===== config.mk =====
export PLATFORM = sky130hd
export DESIGN_NAME = imarx_group_regs
export DESIGN_NICKNAME = d
export VERILOG_FILES = /design/src/verilog/imarx_pkg.sv /design/src/verilog/imarx_group_regs.sv
export SDC_FILE = /design/constraint.sdc
export NUM_CORES = 2
export LEC_CHECK = 0
export BUFFER_PORTS_ARGS = -buffer_cell sky130_fd_sc_hd__buf_2
export CORE_MARGIN = 2
export CORE_UTILIZATION = 35
export CTS_BUF_LIST = sky130_fd_sc_hd__clkbuf_4 sky130_fd_sc_hd__clkbuf_8
export CTS_CLUSTER_DIAMETER = 60
export CTS_CLUSTER_SIZE = 25
export DETAILED_ROUTE_END_ITERATION = 12
export PLACE_DENSITY = 0.5
export SLEW_MARGIN = 20
export SYNTH_ARGS = -nofsm -noshare
export SYNTH_HDL_FRONTEND = slang
export SYNTH_SLANG_ARGS = --single-unit

===== constraint.sdc =====
create_clock -name clk_in -period 6.18 [get_ports clk_in]
set_input_delay 0.618 -clock clk_in [delete_from_list [all_inputs] [get_ports clk_in]]
set_output_delay 0.618 -clock clk_in [all_outputs]
set_load 0.05 [all_outputs]

===== src/verilog/imarx_pkg.sv =====
package imarx_pkg;
  localparam int unsigned IMARX_GROUPS = 16;
  localparam int unsigned IMARX_AW = 11;
  localparam int unsigned IMARX_DW = 8;
  localparam int unsigned IMARX_CW = 16;
  // per-group address: base of block + group bank + slot within bank
  localparam logic [10:0] IMARX_CNT_LOW_BASE = 11'h450;
  localparam logic [10:0] IMARX_CNT_HIGH_BASE = 11'h451;
  localparam logic [10:0] IMARX_CONFIG_BASE = 11'h4D0;
  localparam logic [10:0] IMARX_CONTROL_BASE = 11'h4D1;
  localparam logic [10:0] IMARX_BANK_STEP = 11'h100;
  localparam logic [10:0] IMARX_CNT_STEP = 11'h002;
  localparam logic [10:0] IMARX_CFG_STEP = 11'h004;
  localparam int unsigned IMARX_PER_BANK = 4;
  localparam logic [7:0] IMARX_SNAP_CMD = 8'h01;
  localparam logic [7:0] IMARX_LIVE_CMD = 8'h00;
  localparam logic [7:0] IMARX_CONFIG_RST = 8'h00;
  localparam logic [7:0] IMARX_CONTROL_RST = 8'h00;
  localparam logic [7:0] IMARX_CONFIG_MASK = 8'hCF;
  localparam logic [7:0] IMARX_CONTROL_MASK = 8'hF7;
  localparam logic [15:0] IMARX_CNT_RST = 16'h0000;
  localparam logic [15:0] IMARX_CNT_ONE = 16'h0001;
  // config fields
  localparam int unsigned IMARX_CFG_CHKID = 7;
  localparam int unsigned IMARX_CFG_ACQ = 6;
  localparam int unsigned IMARX_CFG_SYM_HI = 3;
  localparam int unsigned IMARX_CFG_SYM_LO = 2;
  localparam int unsigned IMARX_CFG_M_HI = 1;
  localparam int unsigned IMARX_CFG_M_LO = 0;
  // control fields
  localparam int unsigned IMARX_CTL_EN = 7;
  localparam int unsigned IMARX_CTL_TMO = 6;
  localparam int unsigned IMARX_CTL_RESYNC = 5;
  localparam int unsigned IMARX_CTL_DRAIN = 4;
  localparam int unsigned IMARX_CTL_SIZE_HI = 2;
  localparam int unsigned IMARX_CTL_SIZE_LO = 0;
  localparam logic [3:0] IMARX_LINKS_ONE = 4'h1;
  // frame length M per code
  localparam logic [8:0] IMARX_M32 = 9'h020;
  localparam logic [8:0] IMARX_M64 = 9'h040;
  localparam logic [8:0] IMARX_M128 = 9'h080;
  localparam logic [8:0] IMARX_M256 = 9'h100;
  typedef enum logic [1:0] {
    IMARX_SYM_CFG_OP,
    IMARX_SYM_CFG_ASYM_OP,
    IMARX_ASYM_CFG_OP,
    IMARX_ALT_SYM
  } imarx_sym_type;
endpackage : imarx_pkg

===== src/verilog/imarx_group_regs.sv =====
`timescale 1ns/10ps
// Contract
// - each group keeps a 16-bit count of received cells, upper byte shown at the high counter address.
// - writing 0x01 to the group's low counter address copies all 16 bits to holding registers and clears the count.
// - writing 0x00 to the low counter address makes the counter addresses show the live count again.
// - the high counter register is read-only and a read in snapshot mode clears the reported value.
// - check-group-id set makes framing compare received group id, clear ignores it.
// - acquire-frame-length set adopts received length and version, clear compares them.
// - the symmetry field selects one of four symmetry modes.
// - the frame length field selects 32, 64, 128 or 256 cells per frame.
// - group enable establishes the group and its link round-robin, clear leaves it down.
// - timeout-expired set allows usable to active link transitions, clear blocks them.
// - resync set runs differential delay synchronisation, clear disables it.
// - drain set lets the delay buffer drain excess cells, clear buffers normally.
// - the group size field 0 to 7 means one to eight links.
// - the low count byte is shown at the low counter address with the same live or snapshot selection, but reading it does not clear the reported value.
module imarx_group_regs (
  // clock and reset
  input wire logic clk_in,
  input wire logic srst_in,
  // register port
  input wire logic [imarx_pkg::IMARX_AW-1:0] addr_in,
  input wire logic [imarx_pkg::IMARX_DW-1:0] wdata_in,
  input wire logic wr_in,
  input wire logic rd_in,
  output logic [imarx_pkg::IMARX_DW-1:0] rdata_out,
  // cell events, one bit per group
  input wire logic [imarx_pkg::IMARX_GROUPS-1:0] cell_in,
  // framing controls per group
  output logic [imarx_pkg::IMARX_GROUPS-1:0] check_id_out,
  output logic [imarx_pkg::IMARX_GROUPS-1:0] acquire_len_out,
  output logic [imarx_pkg::IMARX_GROUPS*2-1:0] symmetry_out,
  output logic [imarx_pkg::IMARX_GROUPS*9-1:0] frame_len_out,
  // group controls
  output logic [imarx_pkg::IMARX_GROUPS-1:0] group_en_out,
  output logic [imarx_pkg::IMARX_GROUPS-1:0] usable_to_active_ok_out,
  output logic [imarx_pkg::IMARX_GROUPS-1:0] resync_en_out,
  output logic [imarx_pkg::IMARX_GROUPS-1:0] drain_out,
  output logic [imarx_pkg::IMARX_GROUPS*4-1:0] link_count_out
);
  import imarx_pkg::*;

  logic [IMARX_CW-1:0] count_reg [IMARX_GROUPS];
  logic [IMARX_CW-1:0] hold_reg [IMARX_GROUPS];
  logic [IMARX_GROUPS-1:0] snap_reg;
  logic [IMARX_DW-1:0] config_reg [IMARX_GROUPS];
  logic [IMARX_DW-1:0] control_reg [IMARX_GROUPS];

  function automatic logic [10:0] group_addr(input logic [10:0] base, input logic [10:0] step, input int g);
    logic [10:0] bank;
    logic [10:0] slot;
    bank = 11'((g / IMARX_PER_BANK) * IMARX_BANK_STEP);
    slot = 11'((g % IMARX_PER_BANK) * step);
    return base + bank + slot;
  endfunction : group_addr

  function automatic logic [8:0] m_of(input logic [1:0] code);
    case (code)
      2'h0: m_of = IMARX_M32;
      2'h1: m_of = IMARX_M64;
      2'h2: m_of = IMARX_M128;
      default: m_of = IMARX_M256;
    endcase
  endfunction : m_of

  // counters, holding copies and snapshot mode
  always_ff @(posedge clk_in) begin
    for (int g = 0; g < IMARX_GROUPS; g++) begin
      if (srst_in) begin
        count_reg[g] <= IMARX_CNT_RST;
        hold_reg[g] <= IMARX_CNT_RST;
        snap_reg[g] <= 1'b0;
      end else begin
        if (wr_in && addr_in == group_addr(IMARX_CNT_LOW_BASE, IMARX_CNT_STEP, g) && wdata_in == IMARX_SNAP_CMD) begin
          hold_reg[g] <= count_reg[g];
          count_reg[g] <= cell_in[g] ? IMARX_CNT_ONE : IMARX_CNT_RST;
          snap_reg[g] <= 1'b1;
        end else begin
          if (cell_in[g])
            count_reg[g] <= count_reg[g] + IMARX_CNT_ONE;
          if (wr_in && addr_in == group_addr(IMARX_CNT_LOW_BASE, IMARX_CNT_STEP, g) && wdata_in == IMARX_LIVE_CMD)
            snap_reg[g] <= 1'b0;
          else if (rd_in && snap_reg[g] && addr_in == group_addr(IMARX_CNT_HIGH_BASE, IMARX_CNT_STEP, g))
            hold_reg[g] <= IMARX_CNT_RST; // high byte read in snapshot mode clears reported value, whether or not the low byte was read
        end
      end
    end
  end

  // configuration and control, reserved bits kept zero
  always_ff @(posedge clk_in) begin
    for (int g = 0; g < IMARX_GROUPS; g++) begin
      if (srst_in) begin
        config_reg[g] <= IMARX_CONFIG_RST;
        control_reg[g] <= IMARX_CONTROL_RST;
      end else if (wr_in) begin
        if (addr_in == group_addr(IMARX_CONFIG_BASE, IMARX_CFG_STEP, g))
          config_reg[g] <= wdata_in & IMARX_CONFIG_MASK;
        if (addr_in == group_addr(IMARX_CONTROL_BASE, IMARX_CFG_STEP, g))
          control_reg[g] <= wdata_in & IMARX_CONTROL_MASK;
      end
    end
  end

  // read data, registered; live count or snapshot per group
  always_ff @(posedge clk_in) begin
    if (srst_in) begin
      rdata_out <= '0;
    end else begin
      rdata_out <= '0;
      if (rd_in) begin
        for (int g = 0; g < IMARX_GROUPS; g++) begin
          if (addr_in == group_addr(IMARX_CNT_LOW_BASE, IMARX_CNT_STEP, g))
            rdata_out <= snap_reg[g] ? hold_reg[g][7:0] : count_reg[g][7:0];
          if (addr_in == group_addr(IMARX_CNT_HIGH_BASE, IMARX_CNT_STEP, g))
            rdata_out <= snap_reg[g] ? hold_reg[g][15:8] : count_reg[g][15:8];
          if (addr_in == group_addr(IMARX_CONFIG_BASE, IMARX_CFG_STEP, g))
            rdata_out <= config_reg[g];
          if (addr_in == group_addr(IMARX_CONTROL_BASE, IMARX_CFG_STEP, g))
            rdata_out <= control_reg[g];
        end
      end
    end
  end

  // decoded controls towards framing, link state machine and delay buffer
  always_ff @(posedge clk_in) begin
    for (int g = 0; g < IMARX_GROUPS; g++) begin
      if (srst_in) begin
        check_id_out[g] <= 1'b0;
        acquire_len_out[g] <= 1'b0;
        symmetry_out[g*2 +: 2] <= IMARX_SYM_CFG_OP;
        frame_len_out[g*9 +: 9] <= IMARX_M32;
        group_en_out[g] <= 1'b0;
        usable_to_active_ok_out[g] <= 1'b0;
        resync_en_out[g] <= 1'b0;
        drain_out[g] <= 1'b0;
        link_count_out[g*4 +: 4] <= IMARX_LINKS_ONE;
      end else begin
        check_id_out[g] <= config_reg[g][IMARX_CFG_CHKID];
        acquire_len_out[g] <= config_reg[g][IMARX_CFG_ACQ];
        symmetry_out[g*2 +: 2] <= config_reg[g][IMARX_CFG_SYM_HI:IMARX_CFG_SYM_LO];
        frame_len_out[g*9 +: 9] <= m_of(config_reg[g][IMARX_CFG_M_HI:IMARX_CFG_M_LO]);
        group_en_out[g] <= control_reg[g][IMARX_CTL_EN];
        usable_to_active_ok_out[g] <= control_reg[g][IMARX_CTL_TMO];
        resync_en_out[g] <= control_reg[g][IMARX_CTL_RESYNC];
        drain_out[g] <= control_reg[g][IMARX_CTL_DRAIN];
        link_count_out[g*4 +: 4] <= {1'b0, control_reg[g][IMARX_CTL_SIZE_HI:IMARX_CTL_SIZE_LO]} + IMARX_LINKS_ONE;
      end
    end
  end

  // checks, group 0 stands for all
  property p_snap_clears;
    @(posedge clk_in) disable iff (srst_in)
    (wr_in && addr_in == IMARX_CNT_LOW_BASE && wdata_in == IMARX_SNAP_CMD && !cell_in[0])
      |=> count_reg[0] == IMARX_CNT_RST && hold_reg[0] == $past(count_reg[0]) && snap_reg[0];
  endproperty
  a_snap_clears: assert property (p_snap_clears) else $error("snapshot did not capture and clear");

  property p_count_inc;
    @(posedge clk_in) disable iff (srst_in)
    (cell_in[0] && !wr_in) |=> count_reg[0] == 16'($past(count_reg[0]) + IMARX_CNT_ONE);
  endproperty
  a_count_inc: assert property (p_count_inc) else $error("cell not counted");

  property p_wrap;
    @(posedge clk_in) disable iff (srst_in)
    (cell_in[0] && !wr_in && count_reg[0] == '1) |=> count_reg[0] == IMARX_CNT_RST;
  endproperty
  a_wrap: assert property (p_wrap) else $error("counter did not wrap");

  property p_live;
    @(posedge clk_in) disable iff (srst_in)
    (wr_in && addr_in == IMARX_CNT_LOW_BASE && wdata_in == IMARX_LIVE_CMD) |=> !snap_reg[0];
  endproperty
  a_live: assert property (p_live) else $error("live view not restored");

  property p_high_read;
    @(posedge clk_in) disable iff (srst_in)
    (rd_in && addr_in == IMARX_CNT_HIGH_BASE && snap_reg[0] && !wr_in)
      |=> rdata_out == $past(hold_reg[0][15:8]) && hold_reg[0] == IMARX_CNT_RST;
  endproperty
  a_high_read: assert property (p_high_read) else $error("high byte read wrong or not cleared");

  property p_low_read;
    @(posedge clk_in) disable iff (srst_in)
    (rd_in && addr_in == IMARX_CNT_LOW_BASE && !snap_reg[0]) |=> rdata_out == $past(count_reg[0][7:0]);
  endproperty
  a_low_read: assert property (p_low_read) else $error("low byte not live count");

  property p_ctl_follow;
    @(posedge clk_in) disable iff (srst_in)
    (wr_in && addr_in == IMARX_CONTROL_BASE) |=> ##1 group_en_out[0] == $past(wdata_in[IMARX_CTL_EN], 2)
      && usable_to_active_ok_out[0] == $past(wdata_in[IMARX_CTL_TMO], 2)
      && resync_en_out[0] == $past(wdata_in[IMARX_CTL_RESYNC], 2) && drain_out[0] == $past(wdata_in[IMARX_CTL_DRAIN], 2);
  endproperty
  a_ctl_follow: assert property (p_ctl_follow) else $error("control bits not applied");

  property p_size;
    @(posedge clk_in) disable iff (srst_in)
    (wr_in && addr_in == IMARX_CONTROL_BASE)
      |=> ##1 link_count_out[3:0] == 4'($past(wdata_in[IMARX_CTL_SIZE_HI:IMARX_CTL_SIZE_LO], 2)) + IMARX_LINKS_ONE;
  endproperty
  a_size: assert property (p_size) else $error("link count wrong");

  property p_cfg_follow;
    @(posedge clk_in) disable iff (srst_in)
    (wr_in && addr_in == IMARX_CONFIG_BASE) |=> ##1 check_id_out[0] == $past(wdata_in[IMARX_CFG_CHKID], 2)
      && acquire_len_out[0] == $past(wdata_in[IMARX_CFG_ACQ], 2)
      && symmetry_out[1:0] == $past(wdata_in[IMARX_CFG_SYM_HI:IMARX_CFG_SYM_LO], 2)
      && frame_len_out[8:0] == (IMARX_M32 << $past(wdata_in[IMARX_CFG_M_HI:IMARX_CFG_M_LO], 2));
  endproperty
  a_cfg_follow: assert property (p_cfg_follow) else $error("config not applied");

  c_snap: cover property (@(posedge clk_in) disable iff (srst_in)
    wr_in && addr_in == IMARX_CNT_LOW_BASE && wdata_in == IMARX_SNAP_CMD);
  c_read_pair: cover property (@(posedge clk_in) disable iff (srst_in)
    snap_reg[0] && rd_in && addr_in == IMARX_CNT_LOW_BASE ##2 rd_in && addr_in == IMARX_CNT_HIGH_BASE);
  c_enable: cover property (@(posedge clk_in) disable iff (srst_in) group_en_out[0]);
endmodule : imarx_group_regs


==> flow_summary_export.csv <==
group,metric,value,unit
clock_tree,cts.clk_slew.worst_paths,0.10,ns
yosys,synth_top_area_cell,"edfxtp_1",
clock_tree,numCtsBuffers,102,
worst_setup_path,slowest_delay,1.01,ns
grt,antenna_found_initial,36,
worst_setup_path,r2r-start,"snap_reg[7]",
worst_setup_path,crit_path_end,"rdata_out[0]",
worst_setup_path,crit_fanout,31,
clock_tree,cts.sinks,1000,
timing,fin_crit,3.96,ns
yosys,synth_seq_cells,1000,
clock_tree,insertion_delay,0.87,ns
timing,skew,0.0554,ns
clock_tree,clk_path_buf_depth,3,
power_and_ir_drop,peakVddDrop,0.163,mV
finish,area_growth,12.0,%
worst_setup_path,slowest_stage,"nor4b_2",
routing,drt_iter0_drc,5111,
power_and_ir_drop,p_per_area,270,nW/um^2
clock_tree,cts-root-buf,"clkbuf_8",
worst_setup_path,rr_worst_depth,7,
yosys,synth_common_cells,"edfxtp_1 (720), nor2_1 (512), dfxtp_1 (280), and2_1 (265), nand2_1 (197)",
grt,gr-total-overflow,0,
yosys,synthFlopType,"edfxtp_1",
timing,tightestPinTransition,1.21,ns
timing,setup_tns,0,ns
timing,period_share,64.0,%
timing,slew_viol_final,0,
outcome,status,"complete, no violations",
clock_tree,cts_tree,"built",
timing,rsz0062_at_grt,"false",
yosys,syn_avg_cell_area,11.1,sq um
die,ios,383,
worst_setup_path,cp-start-kind,"input pin",
finish,fin_nets,4595,
timing,finalSetupViolCount,0,
routing,wire_per_inst,28.3,microns
finish,multi_input_area,19100,sq um
routing,drtAntennaViolNets,0,
routing,wirelength,181,mm
finish,drive_gt1_share,15.5,%
placement,port_buffers,302,
routing,post-route-drc-count,0,
power_and_ir_drop,intPower,0.0101,W
grt,track_usage,25.1,%
yosys,syn_inst,4284,
finish,regArea,27200,sq um
finish,final_cells,6404,
power_and_ir_drop,seqPwrFrac,54.4,%
timing,fmax,0.253,GHz
worst_setup_path,worstReg2RegEnd,"rdata_out[7]",
worst_setup_path,arrival,4.75,ns
worst_setup_path,criticalPathCategory,"input pin to register",
min_path,min_from,"cell_in[8]",
die,start_util,35.2,%
worst_setup_path,cp_cell_sequence,"buf_2 > nor4b_2 > nand3_1 > o21ai_0 > o2111ai_1 > a2111oi_0 > nand4_1 > o21ai_1",
routing,viasPerCell,5.65,
worst_setup_path,path_buf_inv,1,
worst_setup_path,cp.depth,8,
power_and_ir_drop,total_power,0.0145,W
power_and_ir_drop,p_leak,19.2,nW
yosys,yosysSeqAreaShare,57.0,%
yosys,syn_area,47700,sq um
die,row_count,135,
clock_tree,cts_resized,0,
placement,dp.cells,6200,
yosys,synth_top_area_share,45.3,%
die,dieWidth,373,microns
power_and_ir_drop,comb_power_share,9.3,%
routing,vias,36213,
timing,max_slew_margin,17.3,%
die,die_h,373,microns
worst_setup_path,crit_path_end_kind,"register",
worst_setup_path,required,6.97,ns
yosys,synth.area.top_cells,"edfxtp_1 (45%), dfxtp_1 (12%), nor2_1 (4.0%)",
placement,place_congestion,1.01,
job,drv_cap,0,
die,die-area,139000,sq um
power_and_ir_drop,clkPwrFrac,36.3,%
yosys,yosysMostFrequentCell,"edfxtp_1",
grt,grt_pass1_wl,254,mm
yosys,synth_cell_types,95,
placement,dp_hpwl,132,mm
clock_tree,cts_max_level,3,
yosys,synthArstFlopShare,0,%
grt,grt_start_max_net_pins,170,
timing,hold_viol_final,0,
worst_setup_path,reg2reg_slack,2.79,ns
grt,grt_pass1_vias,33035,
min_path,hold_path_class,"input pin to register",
worst_setup_path,path_delay_family,"simple AND/OR/NAND/NOR gates",
yosys,yosys_warnings,0,
yosys,synth_edf_count,720,
die,core_area,135000,sq um
power_and_ir_drop,swShare,30.2,%
finish,fillers,13347,
worst_setup_path,crit_path_start,"addr_in[1]",
routing,detail_route.first_pass.iterations,5,
power_and_ir_drop,p_sw,0.00437,W
-- power by group through the flow --
stage                     combinational, W  sequential [W]  clock, W
after detailed placement           0.00132         0.00802         0
after global placement             0.00133         0.00802         0
after global routing               0.00140         0.00790   0.00559
after floorplan                   0.000637         0.00814         0
after CTS                          0.00133         0.00786   0.00537
final                              0.00135         0.00787   0.00526
-- final cells by class --
class	count	area share (%)
diodes	10	0.0468
well taps	1781	4.17
inverters	23	0.161
flip-flops and latches	1000	50.9
clock inverters	78	2.01
repair buffers	388	4.10
multi-input cells	3009	35.8
clock buffers	115	2.87
-- logic make-up after synthesis --
logic type	synth area share, %
adders and majority gates	0.839
AOI/OAI and AO/OA	8.01
DFF	57.0
other	0.00785
xor gates and xnor gates	4.40
buffers and inverters	3.75
muxes	5.35
and+or+nand+nor	20.6
-- layout by cell type, fill, tap and decap left out, types with 160 or more instances in the layout --
master	n
and2_1	265
and3_1	173
buf_2	301
dfxtp_1	280
edfxtp_1	720
mux2i_1	189
nand2_1	196
nand3_1	173
nor2_1	511
nor2b_1	160
-- what timing repair did --
action                    CTS  global route
buffers inserted            0             0
hold buffers                1             0
hold endpoints to repair    1             0
-- metal layers --
| metal | GRT usage, % | wire length [microns] |
|---|---|---|
| met5 | 0 | 124 |
| met4 | 8.95 | 6870 |
| met3 | 5.89 | 18100 |
| met2 | 36.5 | 76600 |
| met1 | 36.3 | 79600 |
-- stage by stage --
step	util, %	instance area, sq um	hold WS (ns)	setup slack (ns)
floorplan	-	48000	0.437	2.65
global placement	37.5	50800	0.532	1.73
detailed placement	37.5	50900	0.535	1.55
CTS	39.5	53500	0.00578	2.52
global route	39.5	53500	0.0745	2.26
finish	39.5	53500	0.104	2.22
-- worst reg2reg max path, stage by stage (launching register included) --
cell and delay, ns:
dfxtp_1 0.93, mux2_2 0.47, a221o_1 0.34, a2111oi_1 0.88
nand2_1 0.26, nand4_1 0.18, a2111o_1 0.18, a21oi_2 0.03
-- worst min-delay path by stage --
stage,endpoint,cells after the start
after floorplan,check_id_out[7],2
after global placement,check_id_out[7],2
after detailed placement,check_id_out[7],2
after CTS,count_reg[0][113],2
after global routing,count_reg[0][113],2
final,count_reg[1][1],2
Power figures use the tool's default switching activity.
